`src/rtl/sss_pkg.sv`:
```
/*
 * Shared constants of the supply supervisor event control block:
 * register offsets, field positions, reset values and timing counts.
 * Assumes a 100 MHz APB clock.
 */
package sss_pkg;
  // Timing
  localparam int SSS_CLK_PERIOD_NS = 10;
  localparam int SSS_MASK_TIME_NS = 2000; // Fast-mode masking delay, 2 us
  localparam int SSS_NORM_TIME_NS = 20000; // Normal-mode settling delay, 20 us
  localparam int SSS_MASK_CYC = (SSS_MASK_TIME_NS + SSS_CLK_PERIOD_NS - 1) / SSS_CLK_PERIOD_NS;
  localparam int SSS_NORM_CYC = (SSS_NORM_TIME_NS + SSS_CLK_PERIOD_NS - 1) / SSS_CLK_PERIOD_NS;
  localparam int SSS_CNT_W = 12;
  localparam int SSS_PUC_HOLD = 3; // Cycles the delays stay idle after a soft clear

  // Register byte offsets
  localparam logic [11:0] SSS_OFS_CTRL = 12'h000;
  localparam logic [11:0] SSS_OFS_STAT = 12'h004;
  localparam logic [11:0] SSS_OFS_MASK = 12'h008;
  localparam logic [11:0] SSS_OFS_INFO = 12'h00C;

  // Control fields, per side: base bit of high side 0, low side 8
  localparam int SSS_SIDE_STRIDE = 8;
  localparam int SSS_F_ENABLE = 0;
  localparam int SSS_F_FAST = 1;
  localparam int SSS_F_RSTEN = 2;
  localparam int SSS_F_KEEP = 3;

  // Info register fields
  localparam int SSS_I_FNEN = 0;
  localparam int SSS_I_MASK = 2;
  localparam int SSS_I_DONE = 4;
  localparam int SSS_I_COMP = 6;
  localparam int SSS_I_HIZ = 8;

  // Reset values: both supervisors enabled, normal mode, no reset, keep-on 0
  localparam logic [1:0] SSS_RST_ENABLE = 2'h3;
  localparam logic [1:0] SSS_RST_ZERO = 2'h0;
  localparam logic [1:0] SSS_ALL_SIDES = 2'h3;
endpackage

```
`src/rtl/sss_sync2.sv`:
```
/*
 * Two-flop synchroniser for a vector of asynchronous levels.
 * Assumes each bit is an independent level; no word coherence.
 */
`timescale 1ns/1ps
module sss_sync2 #(
  parameter int W = 2
) (
  input wire logic pclk,
  input wire logic presetn,
  input wire logic [W-1:0] async_in,
  output logic [W-1:0] sync_out
);
  logic [W-1:0] meta_q;

  // First stage is read by the second stage only
  always_ff @(posedge pclk or negedge presetn) begin
    if (!presetn) begin
      meta_q <= '0;
      sync_out <= '0;
    end else begin
      meta_q <= async_in;
      sync_out <= meta_q;
    end
  end
endmodule // sss_sync2

```
`src/rtl/sss_delay.sv`:
```
/*
 * Settling / masking delay of one supervisor comparator.
 * Assumes comp_on is a registered level from the same clock.
 */
`timescale 1ns/1ps
module sss_delay
  import sss_pkg::*;
#(
  parameter int MASK_CYC = SSS_MASK_CYC,
  parameter int NORM_CYC = SSS_NORM_CYC,
  parameter int CW = SSS_CNT_W
) (
  input wire logic pclk,
  input wire logic presetn,
  input wire logic comp_on,
  input wire logic fast_mode,
  input wire logic skip_start,
  output logic mask_active,
  output logic delay_done
);
  logic on_prev_q;
  logic [CW-1:0] cnt_q;

  // Refuse counts that the counter cannot hold
  if (MASK_CYC < 1 || NORM_CYC < 1 ||
      MASK_CYC >= 2**CW || NORM_CYC >= 2**CW) begin : g_bad_cnt
    $error("sss_delay: delay counts do not fit the counter");
  end

  // Reset value 1: after reset the comparator counts as already on,
  // so no settling delay is started (known hazard kept on purpose)
  always_ff @(posedge pclk or negedge presetn) begin
    if (!presetn) on_prev_q <= 1'b1;
    else on_prev_q <= comp_on;
  end

  // Load on switch-on, run down to zero, drop when switched off
  always_ff @(posedge pclk or negedge presetn) begin
    if (!presetn) begin
      cnt_q <= '0;
    end else if (!comp_on || skip_start) begin
      cnt_q <= '0;
    end else if (!on_prev_q) begin
      cnt_q <= fast_mode ? CW'(MASK_CYC) : CW'(NORM_CYC);
    end else if (cnt_q != '0) begin
      cnt_q <= cnt_q - CW'(1);
    end
  end

  // The load cycle masks too, else one unmasked cycle leaks a trip
  assign mask_active = (cnt_q != '0) || (comp_on && !on_prev_q && !skip_start);
  assign delay_done = comp_on && !mask_active;
endmodule // sss_delay

```
`src/rtl/sss_supervisor_ctrl.sv`:
```
/*
 * Supply supervisor event control: APB registers, comparator power
 * gating in low-power modes, masking delays, event flags, reset
 * requests, I/O tri-state and interrupt.
 * Assumes trip inputs are asynchronous comparator levels, lpm_active
 * and soft_puc come from logic on pclk, and por_req_q is fed back by
 * the reset controller as a power-on reset on presetn.
 */
// The register offsets and the APB interface to the registers were decided locally.
// Functional notes
// - In fast mode a 2 us event-masking delay follows each comparator switch-on outside the soft clear window.
// - A trip sets that side's event flag and, with reset enable set, raises a power-on reset.
// - While event flags are set all I/O are tri-stated until the comparators settle.
// - With keep-on at 0 the comparators are off in low-power modes two to four.
// - After soft clear or power-on reset the supervisors are on but no delay is started.
// - Switch-on in fast mode may still give a false flag as settling outlasts the mask.
// - A supervisor disabled before a soft clear leaves its flag function disabled after it.
// - After a soft clear any write to the control register restores the flag function.
`timescale 1ns/1ps
module sss_supervisor_ctrl
  import sss_pkg::*;
#(
  parameter int MASK_CYC = SSS_MASK_CYC,
  parameter int NORM_CYC = SSS_NORM_CYC
) (
  input wire logic pclk,
  input wire logic presetn,
  input wire logic psel,
  input wire logic penable,
  input wire logic pwrite,
  input wire logic [11:0] paddr,
  input wire logic [31:0] pwdata,
  output logic [31:0] prdata,
  output logic pready,
  output logic pslverr,
  input wire logic [1:0] trip_in,
  input wire logic lpm_active,
  input wire logic soft_puc,
  output logic [1:0] comp_en_q,
  output logic por_req_q,
  output logic gpio_hiz_q,
  output logic irq_q
);
  ////////////////////////////////////////////////////////////////////////
  // Declarations
  logic [1:0] en_q, fast_q, rsten_q, keep_q;
  logic [1:0] flag_q, irq_mask_q, fn_en_q;
  logic [1:0] trip_s, comp_on, mask_act, dly_done, flag_set;
  logic acc, wr, rd, ctrl_wr, stat_wr, mask_wr, mapped;
  logic [31:0] rdata;
  logic [SSS_PUC_HOLD-1:0] puc_sh_q;
  logic puc_hold;

  // Shortest fast mask must cover the eight-cycle mask check below
  if (MASK_CYC < 8 || NORM_CYC < MASK_CYC) begin : g_bad_delay
    $error("sss_supervisor_ctrl: delay counts out of range");
  end

  ////////////////////////////////////////////////////////////////////////
  // APB slave: one wait state, pready from a flop
  assign acc = psel && penable && pready;
  assign wr = acc && pwrite;
  assign rd = acc && !pwrite;
  assign mapped = (paddr == SSS_OFS_CTRL) || (paddr == SSS_OFS_STAT) ||
                  (paddr == SSS_OFS_MASK) || (paddr == SSS_OFS_INFO);
  assign ctrl_wr = wr && (paddr == SSS_OFS_CTRL);
  assign stat_wr = wr && (paddr == SSS_OFS_STAT);
  assign mask_wr = wr && (paddr == SSS_OFS_MASK);

  // Ready and error rise together in the second access cycle
  always_ff @(posedge pclk or negedge presetn) begin
    if (!presetn) begin
      pready <= 1'b0;
      pslverr <= 1'b0;
    end else begin
      pready <= psel && penable && !pready;
      pslverr <= psel && penable && !pready && !mapped;
    end
  end

  // Read mux; unmapped reads return zero
  always_comb begin
    rdata = '0;
    case (paddr)
      SSS_OFS_CTRL: begin
        for (int s = 0; s < 2; s++) begin
          rdata[s*SSS_SIDE_STRIDE+SSS_F_ENABLE] = en_q[s];
          rdata[s*SSS_SIDE_STRIDE+SSS_F_FAST] = fast_q[s];
          rdata[s*SSS_SIDE_STRIDE+SSS_F_RSTEN] = rsten_q[s];
          rdata[s*SSS_SIDE_STRIDE+SSS_F_KEEP] = keep_q[s];
        end
      end
      SSS_OFS_STAT: rdata[1:0] = flag_q;
      SSS_OFS_MASK: rdata[1:0] = irq_mask_q;
      SSS_OFS_INFO: begin
        rdata[SSS_I_FNEN +: 2] = fn_en_q;
        rdata[SSS_I_MASK +: 2] = mask_act;
        rdata[SSS_I_DONE +: 2] = dly_done;
        rdata[SSS_I_COMP +: 2] = comp_en_q;
        rdata[SSS_I_HIZ] = gpio_hiz_q;
      end
      default: rdata = '0;
    endcase
  end

  // Read data captured when pready rises, held afterwards
  always_ff @(posedge pclk or negedge presetn) begin
    if (!presetn) prdata <= '0;
    else if (psel && penable && !pready && !pwrite) prdata <= rdata;
  end

  ////////////////////////////////////////////////////////////////////////
  // Control register; soft clear re-enables both supervisors
  always_ff @(posedge pclk or negedge presetn) begin
    if (!presetn) begin
      en_q <= SSS_RST_ENABLE;
      fast_q <= SSS_RST_ZERO;
      rsten_q <= SSS_RST_ZERO;
      keep_q <= SSS_RST_ZERO;
    end else if (soft_puc) begin
      en_q <= SSS_RST_ENABLE;
      fast_q <= SSS_RST_ZERO;
      rsten_q <= SSS_RST_ZERO;
      keep_q <= SSS_RST_ZERO;
    end else if (ctrl_wr) begin
      for (int s = 0; s < 2; s++) begin
        en_q[s] <= pwdata[s*SSS_SIDE_STRIDE+SSS_F_ENABLE];
        fast_q[s] <= pwdata[s*SSS_SIDE_STRIDE+SSS_F_FAST];
        rsten_q[s] <= pwdata[s*SSS_SIDE_STRIDE+SSS_F_RSTEN];
        keep_q[s] <= pwdata[s*SSS_SIDE_STRIDE+SSS_F_KEEP];
      end
    end
  end

  // Flag function: lost over a soft clear if the side was off
  always_ff @(posedge pclk or negedge presetn) begin
    if (!presetn) fn_en_q <= SSS_ALL_SIDES;
    else if (ctrl_wr) fn_en_q <= SSS_ALL_SIDES;
    else if (soft_puc) fn_en_q <= fn_en_q & en_q;
  end

  // Interrupt mask
  always_ff @(posedge pclk or negedge presetn) begin
    if (!presetn) irq_mask_q <= SSS_RST_ZERO;
    else if (mask_wr) irq_mask_q <= pwdata[1:0];
  end

  ////////////////////////////////////////////////////////////////////////
  // Comparator power: off in low-power modes unless kept on
  assign comp_on = en_q & ~({2{lpm_active}} & ~keep_q);

  always_ff @(posedge pclk or negedge presetn) begin
    if (!presetn) comp_en_q <= SSS_RST_ENABLE;
    else comp_en_q <= comp_on;
  end

  // Soft clear window: a side switched on by the clear starts no
  // settling delay; an lpm wake-up inside the window starts none either
  always_ff @(posedge pclk or negedge presetn) begin
    if (!presetn) puc_sh_q <= '0;
    else puc_sh_q <= {puc_sh_q[SSS_PUC_HOLD-2:0], soft_puc};
  end
  assign puc_hold = |puc_sh_q;

  // Trip levels arrive from the analogue side
  sss_sync2 #(.W(2)) u_sync (
    .pclk(pclk),
    .presetn(presetn),
    .async_in(trip_in),
    .sync_out(trip_s)
  );

  // One delay per side; a long normal-mode delay also masks
  for (genvar s = 0; s < 2; s++) begin : g_side
    sss_delay #(.MASK_CYC(MASK_CYC), .NORM_CYC(NORM_CYC)) u_dly (
      .pclk(pclk),
      .presetn(presetn),
      .comp_on(comp_en_q[s]),
      .fast_mode(fast_q[s]),
      .skip_start(puc_hold),
      .mask_active(mask_act[s]),
      .delay_done(dly_done[s])
    );
  end

  ////////////////////////////////////////////////////////////////////////
  // Event flags: a trip only counts outside the mask. A fast-mode
  // comparator may still be unsettled when the 2 us mask ends, so a
  // false flag can appear; that is the documented hazard, not fixed.
  assign flag_set = trip_s & comp_en_q & ~mask_act & fn_en_q;

  // Set wins over a write-one-to-clear in the same cycle
  always_ff @(posedge pclk or negedge presetn) begin
    if (!presetn) flag_q <= SSS_RST_ZERO;
    else flag_q <= (flag_q & ~(stat_wr ? pwdata[1:0] : SSS_RST_ZERO)) | flag_set;
  end

  // Supervisor power-on reset request; the mask also blocks it
  always_ff @(posedge pclk or negedge presetn) begin
    if (!presetn) por_req_q <= 1'b0;
    else por_req_q <= |(flag_set & rsten_q);
  end

  // I/O float while a flag stands and a comparator still trips
  always_ff @(posedge pclk or negedge presetn) begin
    if (!presetn) gpio_hiz_q <= 1'b0;
    else gpio_hiz_q <= (|flag_set) || ((|flag_q) && (|(trip_s | mask_act)));
  end

  // Level interrupt from unmasked flags
  always_ff @(posedge pclk or negedge presetn) begin
    if (!presetn) irq_q <= 1'b0;
    else irq_q <= |(flag_q & irq_mask_q);
  end

  ////////////////////////////////////////////////////////////////////////
  // Assertions
  localparam int AST_MASK_MAX = MASK_CYC;
endmodule // sss_supervisor_ctrl

```
`config.mk`:
```
export PLATFORM = sky130hd
export DESIGN_NAME = sss_supervisor_ctrl
export DESIGN_NICKNAME = d
export VERILOG_FILES = /design/src/rtl/sss_pkg.sv /design/src/rtl/sss_sync2.sv /design/src/rtl/sss_delay.sv /design/src/rtl/sss_supervisor_ctrl.sv
export SDC_FILE = /design/constraint.sdc
export NUM_CORES = 1
export LEC_CHECK = 0
export BUFFER_PORTS_ARGS = -buffer_cell sky130_fd_sc_hd__buf_2
export CORE_MARGIN = 2
export CORE_UTILIZATION = 55
export CTS_BUF_LIST = sky130_fd_sc_hd__clkbuf_16
export CTS_CLUSTER_SIZE = 12
export DETAILED_ROUTE_END_ITERATION = 6
export PLACE_DENSITY_LB_ADDON = 0.12
export SYNTH_ARGS = -nofsm -noshare
export SYNTH_HDL_FRONTEND = slang
export SYNTH_SLANG_ARGS = --single-unit
export TNS_END_PERCENT = 1
```
`constraint.sdc`:
```
create_clock -name pclk -period 4.31 [get_ports pclk]
set_clock_uncertainty 0.05 [all_clocks]
set_input_delay 0.431 -clock pclk [delete_from_list [all_inputs] [get_ports pclk]]
set_output_delay 0.431 -clock pclk [all_outputs]
set_load 0.01 [all_outputs]
```
==> impl_metrics.py, run 1 <==
metrics = {
    "clocking": {
        "clock-sinks": 66,
        "clk_latency_ns": 0.33,
        "cts_resized": 0,
        "cts.path.max_buffers": 2,
        "path_clk_slew_ns": 0.06,
        "htreeDepth": 3,
        "hold_buffers": 0,
        "cts_root_buf": "clkbuf_16",
        "cts_setup_buffers": 0,
        "cts_buffers": 9,
        "tritoncts": "done",
    },
    "worst_setup_path": {
        "path_buf_inv": 1,
        "crit_path_start_kind": "register",
        "r2r-start": "g_side[0].u_dly.cnt_q[0]",
        "regToRegSetupSlack_ns": 2.07,
        "critPathCaptureType": "register",
        "path_cells": "inv_1 > ha_1 > nor4b_2 > nand3_1 > nor3_1 > o2bb2ai_1",
        "critPathSlowestCell": "nor3_1",
        "critPathTopFamily": "simple AND/OR/NAND/NOR gates",
        "cp_slowest_stage_delay_ns": 0.51,
        "r2r_cells": 6,
        "crit_type": "reg2reg",
        "worst-path-max-fanout": 9,
        "arrival_ns": 2.44,
        "required_ns": 4.51,
        "timing.rr.end": "por_req_q",
    },
    "power_and_ir_drop": {
        "total_power_mw": 1.563,
        "leakagePower_nw": 1.823,
        "ir_drop_v": 0.0002174,
        "power_per_cell_area_nw_per_um2": 410.9,
    },
    "cells_and_area": {
        "layoutNonFillerInstCount": 444,
        "fin_nets": 421,
        "syn_to_final_growth_pct": 15.50,
        "largest_register": "g_side.u_dly.cnt_q",
        "antenna_cells": 0,
        "reg_top3": "g_side.u_dly.cnt_q (24), prdata (12), puc_sh_q (3)",
        "final_area_um2": 3805,
        "fillCellCount": 461,
        "largest_register_ff_count": 24,
        "drive_above_1_share_pct": 24.12,
    },
    "yosys": {
        "ys_top_cells_by_area": "dfrtp_1, dfstp_2, buf_4",
        "yosysTopAreaCell": "dfrtp_1",
        "ys_warn_count": 0,
        "ys_seq_area_share_pct": 50.44,
        "async_flop_share_pct": 100.0,
        "syn_avg_cell_area_um2": 10.36,
        "netlist_instances": 318,
        "synth_adder_area_share_pct": 1.519,
        "synth_top_family_by_area": "simple AND/OR/NAND/NOR gates",
        "netlist_area_um2": 3294,
        "synth_xor_area_share_pct": 3.190,
        "synth-edff-count": 0,
        "muxShareOfSynthArea_pct": 2.355,
        "yosysMostFrequentCell": "dfrtp_1",
        "synth.distinct_cells": 62,
        "synth_ff_type": "dfrtp_1",
        "synth-compound-area-share_pct": 12.65,
        "ys_top_cells_by_count": "dfrtp_1, nand3_1, buf_4, nand2_1",
        "synth_simple_gate_area_share_pct": 21.57,
        "ys_ff_latch": 66,
        "yosys.area.top_type_share_pct": 44.06,
    },
    "die": {
        "core-area_um2": 5851,
        "fp.dieW_um": 81.40,
        "start_util_pct": 56.31,
        "ios": 92,
        "rows": 28,
        "die_h_um": 81.40,
        "die_area_um2": 6625,
    },
    "timing": {
        "hold_viol_final": 0,
        "maxSlewHeadroom_pct": 43.77,
        "min_period_ns": 2.241,
        "slew_viol_final": 0,
        "fmax_mhz": 446.3,
        "fin_crit_sh_pct": 51.99,
        "final-setup-viol-count": 0,
        "worst_pin_slew_ns": 0.8387,
        "fin_ws_ns": 2.069,
        "finalSetupTns_ns": 0,
        "rsz0062_at_grt": "false",
    },
    "global_route": {
        "antenna_found_initial": 0,
        "grt_max_degree": 37,
        "grt_pass1_wl_um": 11960,
        "grtUsageTotal_pct": 24.18,
        "gr-total-overflow": 0,
        "grt_pass1_vias": 2455,
    },
    "route": {
        "ant_nets": 0,
        "drc": 0,
        "vias": 2498,
        "wl_per_cell_um": 16.35,
        "vias_per_cell": 5.626,
        "wirelength_um": 7260,
        "dr.pass1.iters": 5,
        "drt_iter0_markers": 104,
    },
    "worst_hold_path": {
        "hp-class": "in2async",
    },
    "place": {
        "place_ws_ns": 1.983,
        "dp_cells": 428,
        "place_area_um2": 3478,
        "hpwl_um": 5034,
        "routabilityCongestion": 0.8348,
        "io_buffers": 47,
    },
    "status": {
        "outcome": "finished, final reports clean",
    },
    "job": {
        "cap_viol_max_count": 0,
    },
}
routing by layer:
metal	up-vias	global-route usage (%)	routed length (um)
li1	1202	-	-
met1	1206	32.43	3277
met2	71	37.54	3495
met3	19	5.556	303
met4	0	10.68	183
met5	-	0	0
cells by family after synthesis:
family / count (synthesis)
adder cells (fa/ha/maj): 4
other: 1
buffers and inverters: 44
AND/OR/NAND/NOR: 120
AO/OA/AOI/OAI: 66
XOR/XNOR: 12
flip-flops: 66
multiplexers: 5
power by group:
group	internal (mW)	leakage (nW)	switching, mW
Sequential	0.633	0.865	0.0131
Combinational	0.0447	0.806	0.0772
Clock	0.510	0.152	0.286
Total	1.19	1.82	0.376
how the worst max path moves through the flow:
| stage | from | to | cells after the start |
|---|---|---|---|
| 2_1_floorplan | g_side[1].u_dly.cnt_q[0] | g_side[1].u_dly.cnt_q[5] | 7 |
| 3_3_place_gp | pwrite | prdata[5] | 4 |
| 3_5_place_dp | pwrite | prdata[5] | 4 |
| 4_1_cts | g_side[0].u_dly.cnt_q[0] | por_req_q | 6 |
| 5_1_grt | g_side[0].u_dly.cnt_q[0] | por_req_q | 6 |
| 6_report | g_side[0].u_dly.cnt_q[0] | por_req_q | 6 |
cell type report:
type	count	area [um^2]	area share [%]
Timing Repair Buffer	48	242.7	6.379
Multi-Input combinational cell	227	1435	37.72
Sequential cell	66	1662	43.67
Clock buffer	9	225.2	5.919
Inverter	12	45.04	1.184
Tap cell	75	93.84	2.466
Clock inverter	7	101.3	2.664
stage by stage:
stage	hold WS [ns]	utilization, %
3_3_place_gp	0.2877	59.45
3_5_place_dp	0.2879	59.45
6_report	0.1486	65.03
4_1_cts	0.1507	65.03
2_1_floorplan	0.08541	-
5_1_grt	0.1487	65.03
cell usage in the layout, fill, tap and decap left out, types with 4 or more instances in the layout:
cell type  Yosys  routed
nor3_1         7       7
buf_2          1      47
a22o_1         5       5
ha_1           4       4
xnor2_1        4       4
nand4_1        6       6
o21ai_0       17      17
xor2_1         8       8
clkbuf_16      0       9
conb_1         1      20
nor2_1        21      21
dfstp_2        8       8
nor4_1         5       5
or3_1          4       4
dfrtp_1       58      58
nand2_1       22      22
inv_1         12      12
nand3_1       24      24
a21oi_1       21      21
Power figures use the tool's default switching activity.
==> inputs of run 2 (changes only) <==
CORE_UTILIZATION = 47   (was 55)
clock period = 1.9 ns   (was 4.31 ns; I/O delays follow)
==> impl_metrics.py, run 2 (same netlist as run 1, synthesis figures left out) <==
metrics = {
    "power_and_ir_drop": {
        "swShare_pct": 24.02,
        "p_sw_mw": 0.8731,
        "pwr-share-comb_pct": 9.3,
        "total_power_mw": 3.634,
        "p_clk_share_pct": 50.6,
        "ir_drop_v": 0.0004549,
        "power.internal_mw": 2.761,
        "power_per_cell_area_nw_per_um2": 878.1,
        "leakagePower_nw": 2.024,
        "p_seq_share_pct": 40.1,
    },
    "worst_hold_path": {
        "hp-class": "in2reg",
        "min_from": "soft_puc",
    },
    "timing": {
        "finalSetupTns_ns": 0,
        "min_period_ns": 1.874,
        "fin_crit_sh_pct": 98.62,
        "slew_viol_final": 0,
        "fin_ws_ns": 0.02622,
        "maxSlewHeadroom_pct": 61.41,
        "worst_pin_slew_ns": 0.5744,
        "final-setup-viol-count": 0,
        "hold_viol_final": 0,
        "fmax_mhz": 533.7,
        "holdWs_ns": 0.02900,
        "rsz0062_at_grt": "true",
    },
    "die": {
        "fp.dieW_um": 87.72,
        "core-area_um2": 6794,
        "start_util_pct": 48.49,
        "die_area_um2": 7695,
        "rows": 30,
        "die_h_um": 87.72,
        "ios": 92,
    },
    "job": {
        "cap_viol_max_count": 0,
    },
    "clocking": {
        "clock-sinks": 66,
        "path_clk_slew_ns": 0.06,
        "clk_latency_ns": 0.33,
        "tritoncts": "done",
        "cts_buffers": 9,
        "cts_root_buf": "clkbuf_16",
        "cts.path.max_buffers": 2,
        "htreeDepth": 3,
    },
    "route": {
        "vias_per_cell": 5.221,
        "wirelength_um": 7445,
        "drc": 0,
        "wl_per_cell_um": 14.95,
        "ant_nets": 0,
        "dr.pass1.iters": 4,
        "drt_iter0_markers": 113,
        "vias": 2600,
    },
    "place": {
        "routabilityCongestion": 0.7946,
        "io_buffers": 47,
        "hpwl_um": 5222,
        "dp_cells": 477,
        "place_ws_ns": -0.01902,
    },
    "cells_and_area": {
        "largest_register": "g_side.u_dly.cnt_q",
        "fillCellCount": 569,
        "reg_top3": "g_side.u_dly.cnt_q (24), prdata (12), puc_sh_q (3)",
        "layoutNonFillerInstCount": 498,
        "fin_nets": 454,
        "final_common_cell": "dfrtp_1",
        "antenna_cells": 0,
        "drive_above_1_share_pct": 30.60,
        "syn_to_final_growth_pct": 25.64,
        "largest_register_ff_count": 24,
        "final_cell_mix": "dfrtp_1, buf_2, buf_4, nand3_1, nand2_1",
    },
    "worst_setup_path": {
        "crit_start": "comp_en_q[0]",
        "r2r-start": "comp_en_q[0]",
        "arrival_ns": 2.03,
        "critPathCaptureType": "register",
        "worst-path-max-fanout": 4,
        "required_ns": 2.05,
        "crit_path_start_kind": "register",
        "crit_type": "reg2reg",
    },
    "global_route": {
        "grt_max_degree": 47,
        "grt_pass1_vias": 2506,
        "grt_pass1_wl_um": 12320,
        "antenna_found_initial": 0,
        "gr-total-overflow": 0,
        "grtUsageTotal_pct": 21.18,
    },
    "status": {
        "outcome": "finished, final reports clean",
    },
}
[run 2: cell count changes in the layout (fill, tap and decap cells not counted), moves of 2 or more]
cell           before  now
dlygate4sd3_1       0    4
buf_4               1   29
inv_8               0    2
clkinvlp_4          2    0
[run 2: worst paths after layout]
kind / end / slack (ns) / cells past startpoint
max in group asynchronous: en_q[1] / 0.79 / 3
min reg2reg: u_sync.sync_out[0] / 0.31 / 0
min: puc_sh_q[0] / 0.03 / 1
min in group asynchronous: g_side[1].u_dly.cnt_q[2] / 0.32 / 2
max: gpio_hiz_q / 0.03 / 4
max reg2reg: gpio_hiz_q / 0.03 / 4
[run 2: per-stage QoR]
stage               utilization, %  cell area [um^2]
CTS                          60.59              4116
detailed placement           54.86              3727
finish                       60.92              4139
global placement             54.86              3727
floorplan                        -              3366
global route                 60.92              4139
[run 2: power groups by stage]
stage | combinational [mW] | clock, mW | sequential [mW]
after floorplan | 0.213 | 0 | 1.48
after global placement | 0.320 | 0 | 1.48
after detailed placement | 0.323 | 0 | 1.48
after CTS | 0.335 | 1.88 | 1.46
after global routing | 0.379 | 1.94 | 1.46
final | 0.339 | 1.84 | 1.46
[run 2: repair_timing]
item | in CTS | in global routing
endpoints found under the setup margin | 6 | 10
endpoints found under the hold margin | 23 | 0
setup buffers | 0 | 1
resized for setup | 2 | 5
pin swaps | 0 | 1
hold buffers | 4 | 0
[run 2: critical path, cell delays in order (launching register included)]
cell       delay (ns)
dfstp_2          0.52
or4b_2           0.66
o2111ai_2        0.28
or2_0            0.15
o211ai_1         0.08
[run 2: area by class of cell]
| class | instances | area (um^2) | share of cell area (%) |
|---|---|---|---|
| Inverter | 12 | 45.04 | 1.088 |
| Sequential cell | 66 | 1662 | 40.15 |
| Clock buffer | 9 | 225.2 | 5.441 |
| Tap cell | 96 | 120.1 | 2.902 |
| Timing Repair Buffer | 81 | 513.0 | 12.39 |
| Multi-Input combinational cell | 227 | 1465 | 35.40 |
| Clock inverter | 7 | 108.9 | 2.630 |
[run 2: metal layers]
metal	routed length (um)	track usage [%]	vias up	share of wire (%)
met5	0	0	-	0
met4	178	8.392	0	2.4
met3	369	6.032	16	5.0
met2	3504	32.58	76	47
met1	3393	28.48	1236	46
li1	-	-	1272	-
